--- config.mk ---
export PLATFORM = sky130hd
export DESIGN_NAME = host_fifo_level_power_regs
export DESIGN_NICKNAME = d
export VERILOG_FILES = /design/src/fifo_power_pkg.sv /design/src/wake_ctl_if.sv /design/src/wake_output_driver.sv /design/src/host_fifo_level_power_regs.sv
export VERILOG_INCLUDE_DIRS = /design/src
export SDC_FILE = /design/constraint.sdc
export NUM_CORES = 1
export LEC_CHECK = 0
export BUFFER_PORTS_ARGS = -buffer_cell sky130_fd_sc_hd__clkbuf_2
export CAP_MARGIN = 20
export CORE_MARGIN = 1.5
export CORE_UTILIZATION = 57
export DETAILED_ROUTE_END_ITERATION = 8
export GPL_TIMING_DRIVEN = 0
export PLACE_DENSITY = 0.85
export RECOVER_POWER = 50
export SYNTH_ARGS = -nofsm -noshare
export SYNTH_HDL_FRONTEND = slang
export SYNTH_HIERARCHICAL = 1
export SYNTH_SLANG_ARGS = --single-unit
--- constraint.sdc ---
create_clock -name clk_i -period 6.7 [get_ports clk_i]
set_clock_uncertainty 0.2 [all_clocks]
set_input_delay 1.34 -clock clk_i [delete_from_list [all_inputs] [get_ports clk_i]]
set_output_delay 1.34 -clock clk_i [all_outputs]
set_load 0.03 [all_outputs]
--- src/fifo_power_defs.svh ---
`ifndef FIFO_POWER_DEFS_SVH
`define FIFO_POWER_DEFS_SVH

// ============================================================
// Register map, byte addresses on the register bus.
`define ADR_W              8
`define ADR_ENDIAN_TEST    8'h64
`define ADR_RX_FIFO_INFO   8'h7c
`define ADR_TX_FIFO_INFO   8'h80
`define ADR_POWER_CTRL     8'h84
`define DATA_W             32
`define SEL_W              4

// ============================================================
// Field positions.
`define USED_WORDS_MSB     23
`define USED_WORDS_LSB     16
`define BYTES_MSB          15
`define BYTES_LSB          0
`define POWER_STATE_MSB    13
`define POWER_STATE_LSB    12
`define PHY_RESET_BIT      10
`define WAKE_ON_LAN_BIT    9
`define ENERGY_DETECT_BIT  8
`define DRV_TYPE_BIT       6
`define PULSE_MODE_BIT     3
`define POLARITY_BIT       2
`define OUT_EN_BIT         1
`define READY_BIT          0
`define LANE1_SEL          1
`define LANE0_SEL          0

// ============================================================
// Reset values.
`define STS_USED_RST       8'h00
`define RX_USED_RST        16'h0000
`define TX_FREE_RST        16'h1200

// ============================================================
// Timing and counter widths.
`define CLK_PERIOD_NS      40
`define PHY_RESET_MIN_NS   100000
`define WAKE_PULSE_NS      50000000
`define SETTLE_CYCLES      16
`define PHY_CNT_W          12
`define PULSE_CNT_W        21
`define SETTLE_CNT_W       5

`endif

--- src/fifo_power_pkg.sv ---
`include "fifo_power_defs.svh"

package fifo_power_pkg;

  // ============================================================
  // Power states and counter types.
  typedef enum logic [1:0]
  {
    FULL_POWER                = 2'b00,
    WAKE_FRAME_SLEEP_STATE    = 2'b01,
    ENERGY_DETECT_SLEEP_STATE = 2'b10,
    RESERVED_POWER_STATE      = 2'b11
  } power_state_t;

  typedef logic [`PHY_CNT_W-1:0]    phy_cnt_t;
  typedef logic [`PULSE_CNT_W-1:0]  pulse_cnt_t;
  typedef logic [`SETTLE_CNT_W-1:0] settle_cnt_t;

  // ============================================================
  // Register block state.
  typedef struct packed {
    power_state_t       pm;
    logic               phy_reset_request;
    phy_cnt_t           phy_cnt;
    logic               wake_on_lan_enable;
    logic               energy_detect_enable;
    logic               drv_type;
    logic               pulse_mode;
    logic               polarity;
    logic               out_en;
    logic               read_seen;
    logic               ready;
    settle_cnt_t        settle_cnt;
    logic [7:0]         rx_sts;
    logic [15:0]        rx_data;
    logic [7:0]         tx_sts;
    logic [15:0]        tx_free;
    logic               wake_int;
    logic               ack;
    logic [`DATA_W-1:0] rdata;
  } regs_state_t;

  // Wake output driver state.
  typedef struct packed {
    logic       wol_hit;
    logic       ed_hit;
    pulse_cnt_t pulse_cnt;
    logic       pin;
    logic       pin_oe;
  } wake_state_t;

  // Converts a time to clock cycles, never less than one cycle.
  function automatic int ns_to_cycles(input int ns, input bit round_up);
    int c;
    c = round_up ? (ns + `CLK_PERIOD_NS - 1) / `CLK_PERIOD_NS : ns / `CLK_PERIOD_NS;
    return (c < 1) ? 1 : c;
  endfunction

endpackage

--- src/wake_ctl_if.sv ---
`timescale 1ns/1ps

// ============================================================
// Configuration and events toward the wake output driver.
interface wake_ctl_if;
  logic wol_event;
  logic ed_event;
  logic wake_on_lan_enable;
  logic energy_detect_enable;
  logic out_en;
  logic pulse_mode;
  logic drv_type;
  logic polarity;
  logic pin;
  logic pin_oe;

  modport ctrl
  (
    output wol_event, ed_event, wake_on_lan_enable, energy_detect_enable,
    output out_en, pulse_mode, drv_type, polarity,
    input  pin, pin_oe
  );

  modport drv
  (
    input  wol_event, ed_event, wake_on_lan_enable, energy_detect_enable,
    input  out_en, pulse_mode, drv_type, polarity,
    output pin, pin_oe
  );
endinterface

--- src/wake_output_driver.sv ---
`timescale 1ns/1ps
`include "fifo_power_defs.svh"

module wake_output_driver #(
  parameter int PULSE_CYCLES = fifo_power_pkg::ns_to_cycles(`WAKE_PULSE_NS, 1'b0)
) (
  input wire logic clk_i,
  input wire logic rst_i,
  wake_ctl_if.drv  ctl
);

  fifo_power_pkg::wake_state_t s_q;
  fifo_power_pkg::wake_state_t s_d;
  logic                        wol_now;
  logic                        ed_now;
  logic                        active;

  // ============================================================
  // Next state: latch causes, run the pulse timer, shape the pin.
  always_comb
  begin
    s_d     = s_q;
    wol_now = ctl.wol_event & ctl.wake_on_lan_enable;
    ed_now  = ctl.ed_event & ctl.energy_detect_enable;
    // A latched cause only falls when its enable is cleared.
    s_d.wol_hit = ctl.wake_on_lan_enable & (s_q.wol_hit | wol_now);
    s_d.ed_hit  = ctl.energy_detect_enable & (s_q.ed_hit | ed_now);
    if (wol_now | ed_now)
    begin
      s_d.pulse_cnt = fifo_power_pkg::pulse_cnt_t'(PULSE_CYCLES);
    end
    else if (!(ctl.wake_on_lan_enable | ctl.energy_detect_enable))
    begin
      s_d.pulse_cnt = '0;
    end
    else if (s_q.pulse_cnt != '0)
    begin
      s_d.pulse_cnt = s_q.pulse_cnt - 1'b1;
    end
    // Pulsed or static indication, gated only on the external pin.
    active = ctl.out_en & (ctl.pulse_mode ? (s_q.pulse_cnt != '0) : (s_q.wol_hit | s_q.ed_hit));
    if (!ctl.drv_type)
    begin
      // Open drain ignores polarity and only pulls low.
      s_d.pin    = 1'b0;
      s_d.pin_oe = active;
    end
    else
    begin
      // Push-pull always drives, level set by polarity.
      s_d.pin_oe = 1'b1;
      s_d.pin    = ctl.polarity ? active : ~active;
    end
  end

  // State register.
  always_ff @(posedge clk_i)
  begin
    if (rst_i)
    begin
      s_q <= '0;
    end
    else
    begin
      s_q <= s_d;
    end
  end

  assign ctl.pin    = s_q.pin;
  assign ctl.pin_oe = s_q.pin_oe;

  // ============================================================
  // Checks.
  open_drain_low_a: assert property (
    @(posedge clk_i) disable iff (rst_i) !ctl.drv_type |=> !ctl.pin)
    else $error("Open-drain wake pin drove high.");

  push_pull_drive_a: assert property (
    @(posedge clk_i) disable iff (rst_i) ctl.drv_type |=> ctl.pin_oe)
    else $error("Push-pull wake pin not driven.");

  output_gate_a: assert property (
    @(posedge clk_i) disable iff (rst_i)
    !ctl.out_en && ctl.drv_type |=> ctl.pin == !$past(ctl.polarity))
    else $error("Disabled wake pin was asserted.");

  pulse_load_a: assert property (
    @(posedge clk_i) disable iff (rst_i)
    (wol_now | ed_now) |=> s_q.pulse_cnt == fifo_power_pkg::pulse_cnt_t'(PULSE_CYCLES))
    else $error("Wake pulse timer not loaded.");

  static_hold_a: assert property (
    @(posedge clk_i) disable iff (rst_i)
    wol_now ##1 ctl.wake_on_lan_enable [*2] |-> s_q.wol_hit)
    else $error("Static wake cause was lost.");

endmodule

--- src/host_fifo_level_power_regs.sv ---
`timescale 1ns/1ps
`include "fifo_power_defs.svh"

module host_fifo_level_power_regs #(
  parameter int WAKE_PULSE_CYCLES = fifo_power_pkg::ns_to_cycles(`WAKE_PULSE_NS, 1'b0)
) (
  input  wire logic               clk_i,
  input  wire logic               rst_i,
  input  wire logic [`ADR_W-1:0]  adr_i,
  input  wire logic [`DATA_W-1:0] dat_i,
  output logic      [`DATA_W-1:0] dat_o,
  input  wire logic               we_i,
  input  wire logic [`SEL_W-1:0]  sel_i,
  input  wire logic               cyc_i,
  input  wire logic               stb_i,
  output logic                    ack_o,
  input  wire logic [7:0]         rx_status_words_used_i,
  input  wire logic [15:0]        rx_data_bytes_used_i,
  input  wire logic [7:0]         tx_status_words_used_i,
  input  wire logic [15:0]        tx_data_bytes_free_i,
  input  wire logic               wol_event_i,
  input  wire logic               energy_event_i,
  output logic      [1:0]         power_state_select_o,
  output logic                    device_ready_o,
  output logic                    phy_reset_request_o,
  output logic                    wake_interrupt_o,
  output logic                    wake_request_output_o,
  output logic                    wake_request_output_oe_o
);

  // ============================================================
  // Timing constants.
  localparam int PHY_RESET_CYCLES = fifo_power_pkg::ns_to_cycles(`PHY_RESET_MIN_NS, 1'b1);
  localparam fifo_power_pkg::phy_cnt_t PHY_LOAD =
    fifo_power_pkg::phy_cnt_t'(PHY_RESET_CYCLES - 1);
  localparam fifo_power_pkg::settle_cnt_t SETTLE_LOAD =
    fifo_power_pkg::settle_cnt_t'(`SETTLE_CYCLES);

  fifo_power_pkg::regs_state_t  s_q;
  fifo_power_pkg::regs_state_t  s_d;
  fifo_power_pkg::power_state_t new_mode;
  logic                         req;
  logic                         take;
  logic                         wr_commit;
  logic                         rd_commit;

  wake_ctl_if wake_ctl ();

  // ============================================================
  // Address decode and read mux.

  // Word-aligned match; the low two address bits are ignored, sel_i selects the byte lanes.
  function automatic logic addr_hit(input logic [`ADR_W-1:0] a, input logic [`ADR_W-1:0] off);
    return a[`ADR_W-1:2] == off[`ADR_W-1:2];
  endfunction

  function automatic logic [`DATA_W-1:0] read_word(input logic [`ADR_W-1:0]         a,
                                                   input fifo_power_pkg::regs_state_t s);
    logic [`DATA_W-1:0] w;
    w = '0; // Reserved bits and unmapped words read zero.
    if (addr_hit(a, `ADR_RX_FIFO_INFO))
    begin
      w[`USED_WORDS_MSB:`USED_WORDS_LSB] = s.rx_sts;
      w[`BYTES_MSB:`BYTES_LSB]           = s.rx_data;
    end
    else if (addr_hit(a, `ADR_TX_FIFO_INFO))
    begin
      w[`USED_WORDS_MSB:`USED_WORDS_LSB] = s.tx_sts;
      w[`BYTES_MSB:`BYTES_LSB]           = s.tx_free;
    end
    else if (addr_hit(a, `ADR_POWER_CTRL))
    begin
      // Readable in every power state, with no ready or mode check.
      w[`POWER_STATE_MSB:`POWER_STATE_LSB] = s.pm;
      w[`PHY_RESET_BIT]            = s.phy_reset_request;
      w[`WAKE_ON_LAN_BIT]          = s.wake_on_lan_enable;
      w[`ENERGY_DETECT_BIT]        = s.energy_detect_enable;
      w[`DRV_TYPE_BIT]             = s.drv_type;
      w[`PULSE_MODE_BIT]           = s.pulse_mode;
      w[`POLARITY_BIT]             = s.polarity;
      w[`OUT_EN_BIT]               = s.out_en;
      w[`READY_BIT]                = s.ready;
    end
    return w;
  endfunction

  // ============================================================
  // Bus handshake: ack follows one cycle after the request and falls
  // in the next cycle; writes land on the edge where ack is seen.
  assign req       = cyc_i & stb_i;
  assign take      = req & ~s_q.ack;
  assign wr_commit = req & s_q.ack & we_i;
  assign rd_commit = req & s_q.ack & ~we_i;
  assign new_mode  = fifo_power_pkg::power_state_t'(dat_i[`POWER_STATE_MSB:`POWER_STATE_LSB]);

  // ============================================================
  // Next-state logic for the whole register block.
  always_comb
  begin
    s_d = s_q;

    // Level inputs come from same-clock FIFO logic; one stage gives a
    // stable copy for the read path and a defined reset value.
    s_d.rx_sts  = rx_status_words_used_i;
    s_d.rx_data = rx_data_bytes_used_i;
    s_d.tx_sts  = tx_status_words_used_i;
    s_d.tx_free = tx_data_bytes_free_i;

    // The interrupt ignores the pin enable on purpose.
    s_d.wake_int = (wol_event_i & s_q.wake_on_lan_enable) |
                   (energy_event_i & s_q.energy_detect_enable);

    s_d.ack = take;
    if (take)
    begin
      s_d.rdata = read_word(adr_i, s_q);
    end

    // PHY reset self-times and self-clears.
    if (s_q.phy_reset_request)
    begin
      if (s_q.phy_cnt == '0)
      begin
        s_d.phy_reset_request = 1'b0;
      end
      else
      begin
        s_d.phy_cnt = s_q.phy_cnt - 1'b1;
      end
    end

    // Ready rises only after the settle time in full power.
    if (s_q.pm == fifo_power_pkg::FULL_POWER && !s_q.ready)
    begin
      if (s_q.settle_cnt == '0)
      begin
        s_d.ready = 1'b1;
      end
      else
      begin
        s_d.settle_cnt = s_q.settle_cnt - 1'b1;
      end
    end

    // Any completed read arms writes.
    if (rd_commit)
    begin
      s_d.read_seen = 1'b1;
    end

    if (wr_commit)
    begin
      if (addr_hit(adr_i, `ADR_ENDIAN_TEST))
      begin
        // Data is ignored; only the access wakes the device.
        if (s_q.pm != fifo_power_pkg::FULL_POWER)
        begin
          s_d.pm         = fifo_power_pkg::FULL_POWER;
          s_d.ready      = 1'b0;
          s_d.settle_cnt = SETTLE_LOAD;
          s_d.read_seen  = 1'b0;
        end
      end
      else if (addr_hit(adr_i, `ADR_POWER_CTRL) && s_q.read_seen)
      begin
        if (sel_i[`LANE1_SEL])
        begin
          // The reserved code and a plain full-power write leave the power state unchanged.
          if (new_mode != fifo_power_pkg::RESERVED_POWER_STATE &&
              new_mode != fifo_power_pkg::FULL_POWER)
          begin
            s_d.pm    = new_mode;
            s_d.ready = 1'b0;
          end
          s_d.wake_on_lan_enable   = dat_i[`WAKE_ON_LAN_BIT];
          s_d.energy_detect_enable = dat_i[`ENERGY_DETECT_BIT];
          // A running PHY reset cannot be restarted or cut short.
          if (!s_q.phy_reset_request && dat_i[`PHY_RESET_BIT])
          begin
            s_d.phy_reset_request = 1'b1;
            s_d.phy_cnt = PHY_LOAD;
          end
        end
        if (sel_i[`LANE0_SEL])
        begin
          s_d.drv_type   = dat_i[`DRV_TYPE_BIT];
          s_d.pulse_mode = dat_i[`PULSE_MODE_BIT];
          s_d.polarity   = dat_i[`POLARITY_BIT];
          s_d.out_en     = dat_i[`OUT_EN_BIT];
        end
      end
    end
  end

  // ============================================================
  // State register.
  always_ff @(posedge clk_i)
  begin
    if (rst_i)
    begin
      s_q            <= '0;
      s_q.tx_free    <= `TX_FREE_RST;
      s_q.rx_sts     <= `STS_USED_RST;
      s_q.tx_sts     <= `STS_USED_RST;
      s_q.rx_data    <= `RX_USED_RST;
      s_q.settle_cnt <= SETTLE_LOAD;
    end
    else
    begin
      s_q <= s_d;
    end
  end

  // ============================================================
  // Wake output driver.
  assign wake_ctl.wol_event  = wol_event_i;
  assign wake_ctl.ed_event   = energy_event_i;
  assign wake_ctl.wake_on_lan_enable   = s_q.wake_on_lan_enable;
  assign wake_ctl.energy_detect_enable = s_q.energy_detect_enable;
  assign wake_ctl.out_en     = s_q.out_en;
  assign wake_ctl.pulse_mode = s_q.pulse_mode;
  assign wake_ctl.drv_type   = s_q.drv_type;
  assign wake_ctl.polarity   = s_q.polarity;

  wake_output_driver #(
    .PULSE_CYCLES (WAKE_PULSE_CYCLES)
  ) u_wake (
    .clk_i (clk_i),
    .rst_i (rst_i),
    .ctl   (wake_ctl.drv)
  );

  // Outputs, all taken from flip-flops.
  assign dat_o                    = s_q.rdata;
  assign ack_o                    = s_q.ack;
  assign power_state_select_o     = s_q.pm;
  assign device_ready_o           = s_q.ready;
  assign phy_reset_request_o      = s_q.phy_reset_request;
  assign wake_interrupt_o         = s_q.wake_int;
  assign wake_request_output_o    = wake_ctl.pin;
  assign wake_request_output_oe_o = wake_ctl.pin_oe;

  // ============================================================
  // Checks and the helper logic that only they read.
  int phy_high_cnt;

  always_ff @(posedge clk_i)
  begin
    if (rst_i)
    begin
      phy_high_cnt <= 0;
    end
    else
    begin
      phy_high_cnt <= phy_reset_request_o ? phy_high_cnt + 1 : 0;
    end
  end

  rx_words_report_a: assert property (
    @(posedge clk_i) disable iff (rst_i)
    take && !we_i && addr_hit(adr_i, `ADR_RX_FIFO_INFO)
    |=> dat_o[`USED_WORDS_MSB:`USED_WORDS_LSB] == $past(rx_status_words_used_i, 2))
    else $error("Receive status word count misreported.");

  rx_bytes_report_a: assert property (
    @(posedge clk_i) disable iff (rst_i)
    take && !we_i && addr_hit(adr_i, `ADR_RX_FIFO_INFO)
    |=> dat_o[`BYTES_MSB:`BYTES_LSB] == $past(rx_data_bytes_used_i, 2))
    else $error("Receive data byte count misreported.");

  tx_words_report_a: assert property (
    @(posedge clk_i) disable iff (rst_i)
    take && !we_i && addr_hit(adr_i, `ADR_TX_FIFO_INFO)
    |=> dat_o[`USED_WORDS_MSB:`USED_WORDS_LSB] == $past(tx_status_words_used_i, 2))
    else $error("Transmit status word count misreported.");

  tx_free_reset_a: assert property (
    @(posedge clk_i) $past(rst_i) && !rst_i |-> s_q.tx_free == `TX_FREE_RST)
    else $error("Transmit free count has wrong reset value.");

  reserved_zero_a: assert property (
    @(posedge clk_i) disable iff (rst_i)
    ack_o |-> dat_o[`DATA_W-1:`USED_WORDS_MSB+1] == '0)
    else $error("Reserved bits read non-zero.");

  phy_hold_time_a: assert property (
    @(posedge clk_i) disable iff (rst_i)
    $fell(phy_reset_request_o) |-> phy_high_cnt == PHY_RESET_CYCLES)
    else $error("PHY reset held for the wrong time.");

  phy_write_ignored_a: assert property (
    @(posedge clk_i) disable iff (rst_i)
    phy_reset_request_o && $past(phy_reset_request_o)
    |-> s_q.phy_cnt == $past(s_q.phy_cnt) - 1'b1)
    else $error("PHY reset timer disturbed while running.");

  endian_wake_a: assert property (
    @(posedge clk_i) disable iff (rst_i)
    wr_commit && addr_hit(adr_i, `ADR_ENDIAN_TEST) && s_q.pm != fifo_power_pkg::FULL_POWER
    |=> power_state_select_o == fifo_power_pkg::FULL_POWER && !device_ready_o
        ##[1:32] device_ready_o)
    else $error("Endian test write did not wake the device.");

  reserved_mode_a: assert property (
    @(posedge clk_i) disable iff (rst_i)
    power_state_select_o != fifo_power_pkg::RESERVED_POWER_STATE)
    else $error("Reserved power state entered.");

  ready_in_sleep_a: assert property (
    @(posedge clk_i) disable iff (rst_i)
    power_state_select_o != fifo_power_pkg::FULL_POWER |-> !device_ready_o)
    else $error("Ready shown in a reduced-power state.");

  write_before_read_a: assert property (
    @(posedge clk_i) disable iff (rst_i)
    wr_commit && addr_hit(adr_i, `ADR_POWER_CTRL) && !s_q.read_seen
    |=> $stable(s_q.wake_on_lan_enable) && $stable(s_q.out_en) && $stable(s_q.drv_type))
    else $error("Write took effect before the first read.");

  wake_interrupt_a: assert property (
    @(posedge clk_i) disable iff (rst_i)
    (wol_event_i && s_q.wake_on_lan_enable) ||
    (energy_event_i && s_q.energy_detect_enable) |=> wake_interrupt_o)
    else $error("Enabled wake event gave no interrupt.");

  ack_single_a: assert property (
    @(posedge clk_i) disable iff (rst_i)
    ack_o |=> !ack_o)
    else $error("Bus ack held for more than one cycle.");

endmodule

==> flow_metrics.py <==
metrics = {
    "outcome": {
        "outcome": "complete, no violations",
    },
    "finish": {
        "instances_no_fill": 838,
        "diodes": 0,
        "layout_commonest_cell": "dfxtp_1",
        "layout-drive-gt1-share_pct": 26.66,
        "syn_to_final_growth_pct": 23.38,
        "stdcell_area_mm2": 0.006701,
        "fill_cells": 631,
        "final_nets": 800,
        "mostFrequentLayoutCells": "dfxtp_1, clkbuf_2, nor2_1, nor2b_1, buf_4",
    },
    "floorplanning": {
        "start_util_pct": 58.78,
        "die_x_um": 100.6,
        "fp.coreArea_mm2": 0.009240,
        "die_y_um": 100.6,
        "die_area_mm2": 0.01012,
        "io_pins": 139,
        "num_rows": 35,
    },
    "yosys": {
        "yosysWarnings": 6,
        "ys_seq_elements": 127,
        "synth.top_cell.area_share_pct": 46.81,
        "synthArstFlopShare_pct": 0,
        "avgSynthCellArea_um2": 9.579,
        "syn_area_mm2": 0.005431,
        "ys_seq_area_share_pct": 46.81,
        "yosysTopAreaCell": "dfxtp_1",
        "synthCells": 567,
        "yosys-top-cells-area": "dfxtp_1, nor2b_1, buf_4",
        "ys.flop_type": "dfxtp_1",
        "synth_enable_flop_cells": 0,
        "synth_cell_type_count": 63,
    },
    "grt": {
        "antenna_found_initial": 0,
        "grt_pass1_vias": 4831,
        "grt-ovfl-total": 0,
        "grt_pass1_wl_mm": 22.43,
        "grt.total_usage_pct": 28.46,
        "grt_max_degree": 17,
    },
    "power_and_ir_drop": {
        "p_int_mw": 1.395,
        "powerDensity_mw_per_mm2": 288.1,
        "power_leakage_nw": 2.824,
        "seq_power_share_pct": 42.6,
        "switching_power_mw": 0.5353,
        "p_total_mw": 1.931,
        "clock_power_share_pct": 46.7,
        "p_sw_share_pct": 27.73,
        "ir_drop_mv": 0.1471,
        "pwr-share-comb_pct": 10.7,
    },
    "sta": {
        "rsz0062_at_grt": "no",
        "finalCritPeriodShare_pct": 44.00,
        "max_freq_mhz": 339.2,
        "hold_viol_final": 0,
        "finalSetupTns_ns": 0,
        "final.min_clock_period_ns": 2.948,
        "setup-violations-final": 0,
        "maxSlewHeadroom_pct": 50.60,
        "tightest_slew_ns": 0.7307,
        "hold_slack_ns": 0.2907,
        "drv_slew": 0,
    },
    "run": {
        "maxCapViolCount": 0,
    },
    "detailed_routing": {
        "drcViolationCount": 0,
        "drtAntennaViolNets": 0,
        "vias_per_cell": 5.736,
        "vias": 4807,
        "drt_wl_total_mm": 13.46,
        "wl_per_cell_um": 16.07,
        "drt_iter0_drc": 319,
        "first_pass_iters": 6,
    },
    "placement": {
        "dp_hpwl_mm": 9.453,
        "port_buffers": 103,
        "dpl-instance-area_mm2": 0.006135,
        "place_inst": 806,
        "globalplace.congestion": 0.8852,
    },
    "setup_path": {
        "cp_max_fo": 9,
        "cp_top_family": "flip-flops",
        "crit_buf_inv": 1,
        "startpoint_type": "flip-flop",
        "critPathKind": "flip-flop to primary output",
        "crit_slowest_cell": "dfxtp_1",
        "required_ns": 5.16,
        "end_kind": "primary output",
        "critPathMaxStageDelay_ns": 0.59,
        "arrival_ns": 1.41,
        "path_cells": "clkbuf_2",
    },
    "cts": {
        "numCtsBuffers": 17,
        "h-tree-depth": 4,
        "tritoncts": "built",
        "clk_latency_ns": 0.54,
        "root_buffer": "clkbuf_8",
        "post_cts_resized": 0,
        "clockBufferDepth": 2,
        "post_cts_buffers": 0,
        "path_clk_slew_ns": 0.06,
        "cts.sinks": 127,
        "hold_buffers": 0,
    },
    "worst_hold_path": {
        "hold_class": "flip-flop to flip-flop",
    },
}
==> through the flow <==
step                      setup slack (ns)  utilization, %
after detailed placement             3.426           66.39
after floorplan                      3.653               -
final                                3.752           72.53
after global routing                 3.701           72.53
after global placement               3.457           66.39
after CTS                            3.732           72.67
==> metal layers <==
layer | vias up | GRT usage (%) | part of all wire (%)
met5 | - | 0 | 0
met4 | 0 | 12.57 | 2.3
met3 | 39 | 8.391 | 7.5
met2 | 243 | 49.27 | 51
met1 | 2237 | 32.47 | 39
li1 | 2288 | - | -
==> path summary, 6_finish.rpt <==
kind / slack (ns) / depth (start not counted) / startpoint / to
max: 3.75 / 1 / phy_reset_request_o / phy_reset_request_o
min: 0.29 / 2 / u_wake/s_q[23] / u_wake/s_q[23]
max reg2reg: 4.31 / 7 / u_wake/s_q[2] / u_wake/s_q[20]
min reg2reg: 0.29 / 2 / u_wake/s_q[23] / u_wake/s_q[23]
==> Yosys cell counts, types with 2 or more instances <==
cell type and n:
dfxtp_1 127, nor2_1 65, nor2b_1 48, buf_4 36, a211oi_1 30, nand2_1 26
clkbuf_1 18, a21oi_1 17, a22oi_1 16, a222oi_1 10, inv_1 10, nor4_1 10
xor2_1 10, nor3_1 9, or4_1 9, mux2i_1 8, nand3_1 7, nor3b_1 7
o31ai_1 7, or3_1 7, nor4b_1 6, o21ai_0 6, xnor2_1 6, ha_1 5
or2_2 5, a21boi_0 4, nand4_1 4, or3b_2 4, a31oi_1 3, nor4_4 3
or4b_1 3, a211o_1 2, a41oi_1 2, and4_1 2, buf_6 2, nand2b_1 2
nand3b_1 2, o311ai_0 2, o32ai_1 2, or4b_4 2
==> flip-flops by register name, indices dropped and copies added (netlist names) <==
name	flops
ack_o	1
dat_o	24
device_ready_o	1
phy_reset_request_o	1
power_state_select_o	2
s_q	66
u_wake/ctl.pin	1
u_wake/ctl.pin_oe	1
u_wake/s_q	23
wake_ctl.drv_type	1
wake_ctl.energy_detect_enable	1
wake_ctl.out_en	1
wake_ctl.polarity	1
wake_ctl.pulse_mode	1
wake_ctl.wake_on_lan_enable	1
wake_interrupt_o	1
==> power groups by stage <==
stage          logic [mW]  clock network [mW]  registers [mW]
6_report            0.208               0.901           0.822
5_1_grt             0.228               0.940           0.825
4_1_cts             0.206               0.905           0.821
3_5_place_dp        0.202                   0           0.834
3_3_place_gp        0.189                   0           0.833
2_1_floorplan       0.138                   0           0.831
==> cells by family after synthesis <==
logic type / share of synthesized area [%]
AO/OA/AOI/OAI: 15.50
XOR/XNOR: 2.580
adder cells (fa/ha/maj): 1.152
buffers and inverters: 7.648
flip-flops: 46.81
multiplexers: 1.474
other: 0.06904
AND/OR/NAND/NOR: 24.76
==> final cells by class <==
cell class              count  area, µm²  share of cell area [%]
well taps                 129      161.4                   2.409
inverters                  10      37.54                  0.5601
clock buffers              17      414.1                   6.180
repair buffers            103      509.2                   7.599
clock inverters            15      166.4                   2.483
plain buffers              59      370.4                   5.527
flip-flops and latches    127       2542                   37.94
multi-input cells         378       2500                   37.30
No activity file was read; power rests on OpenSTA's default activity.
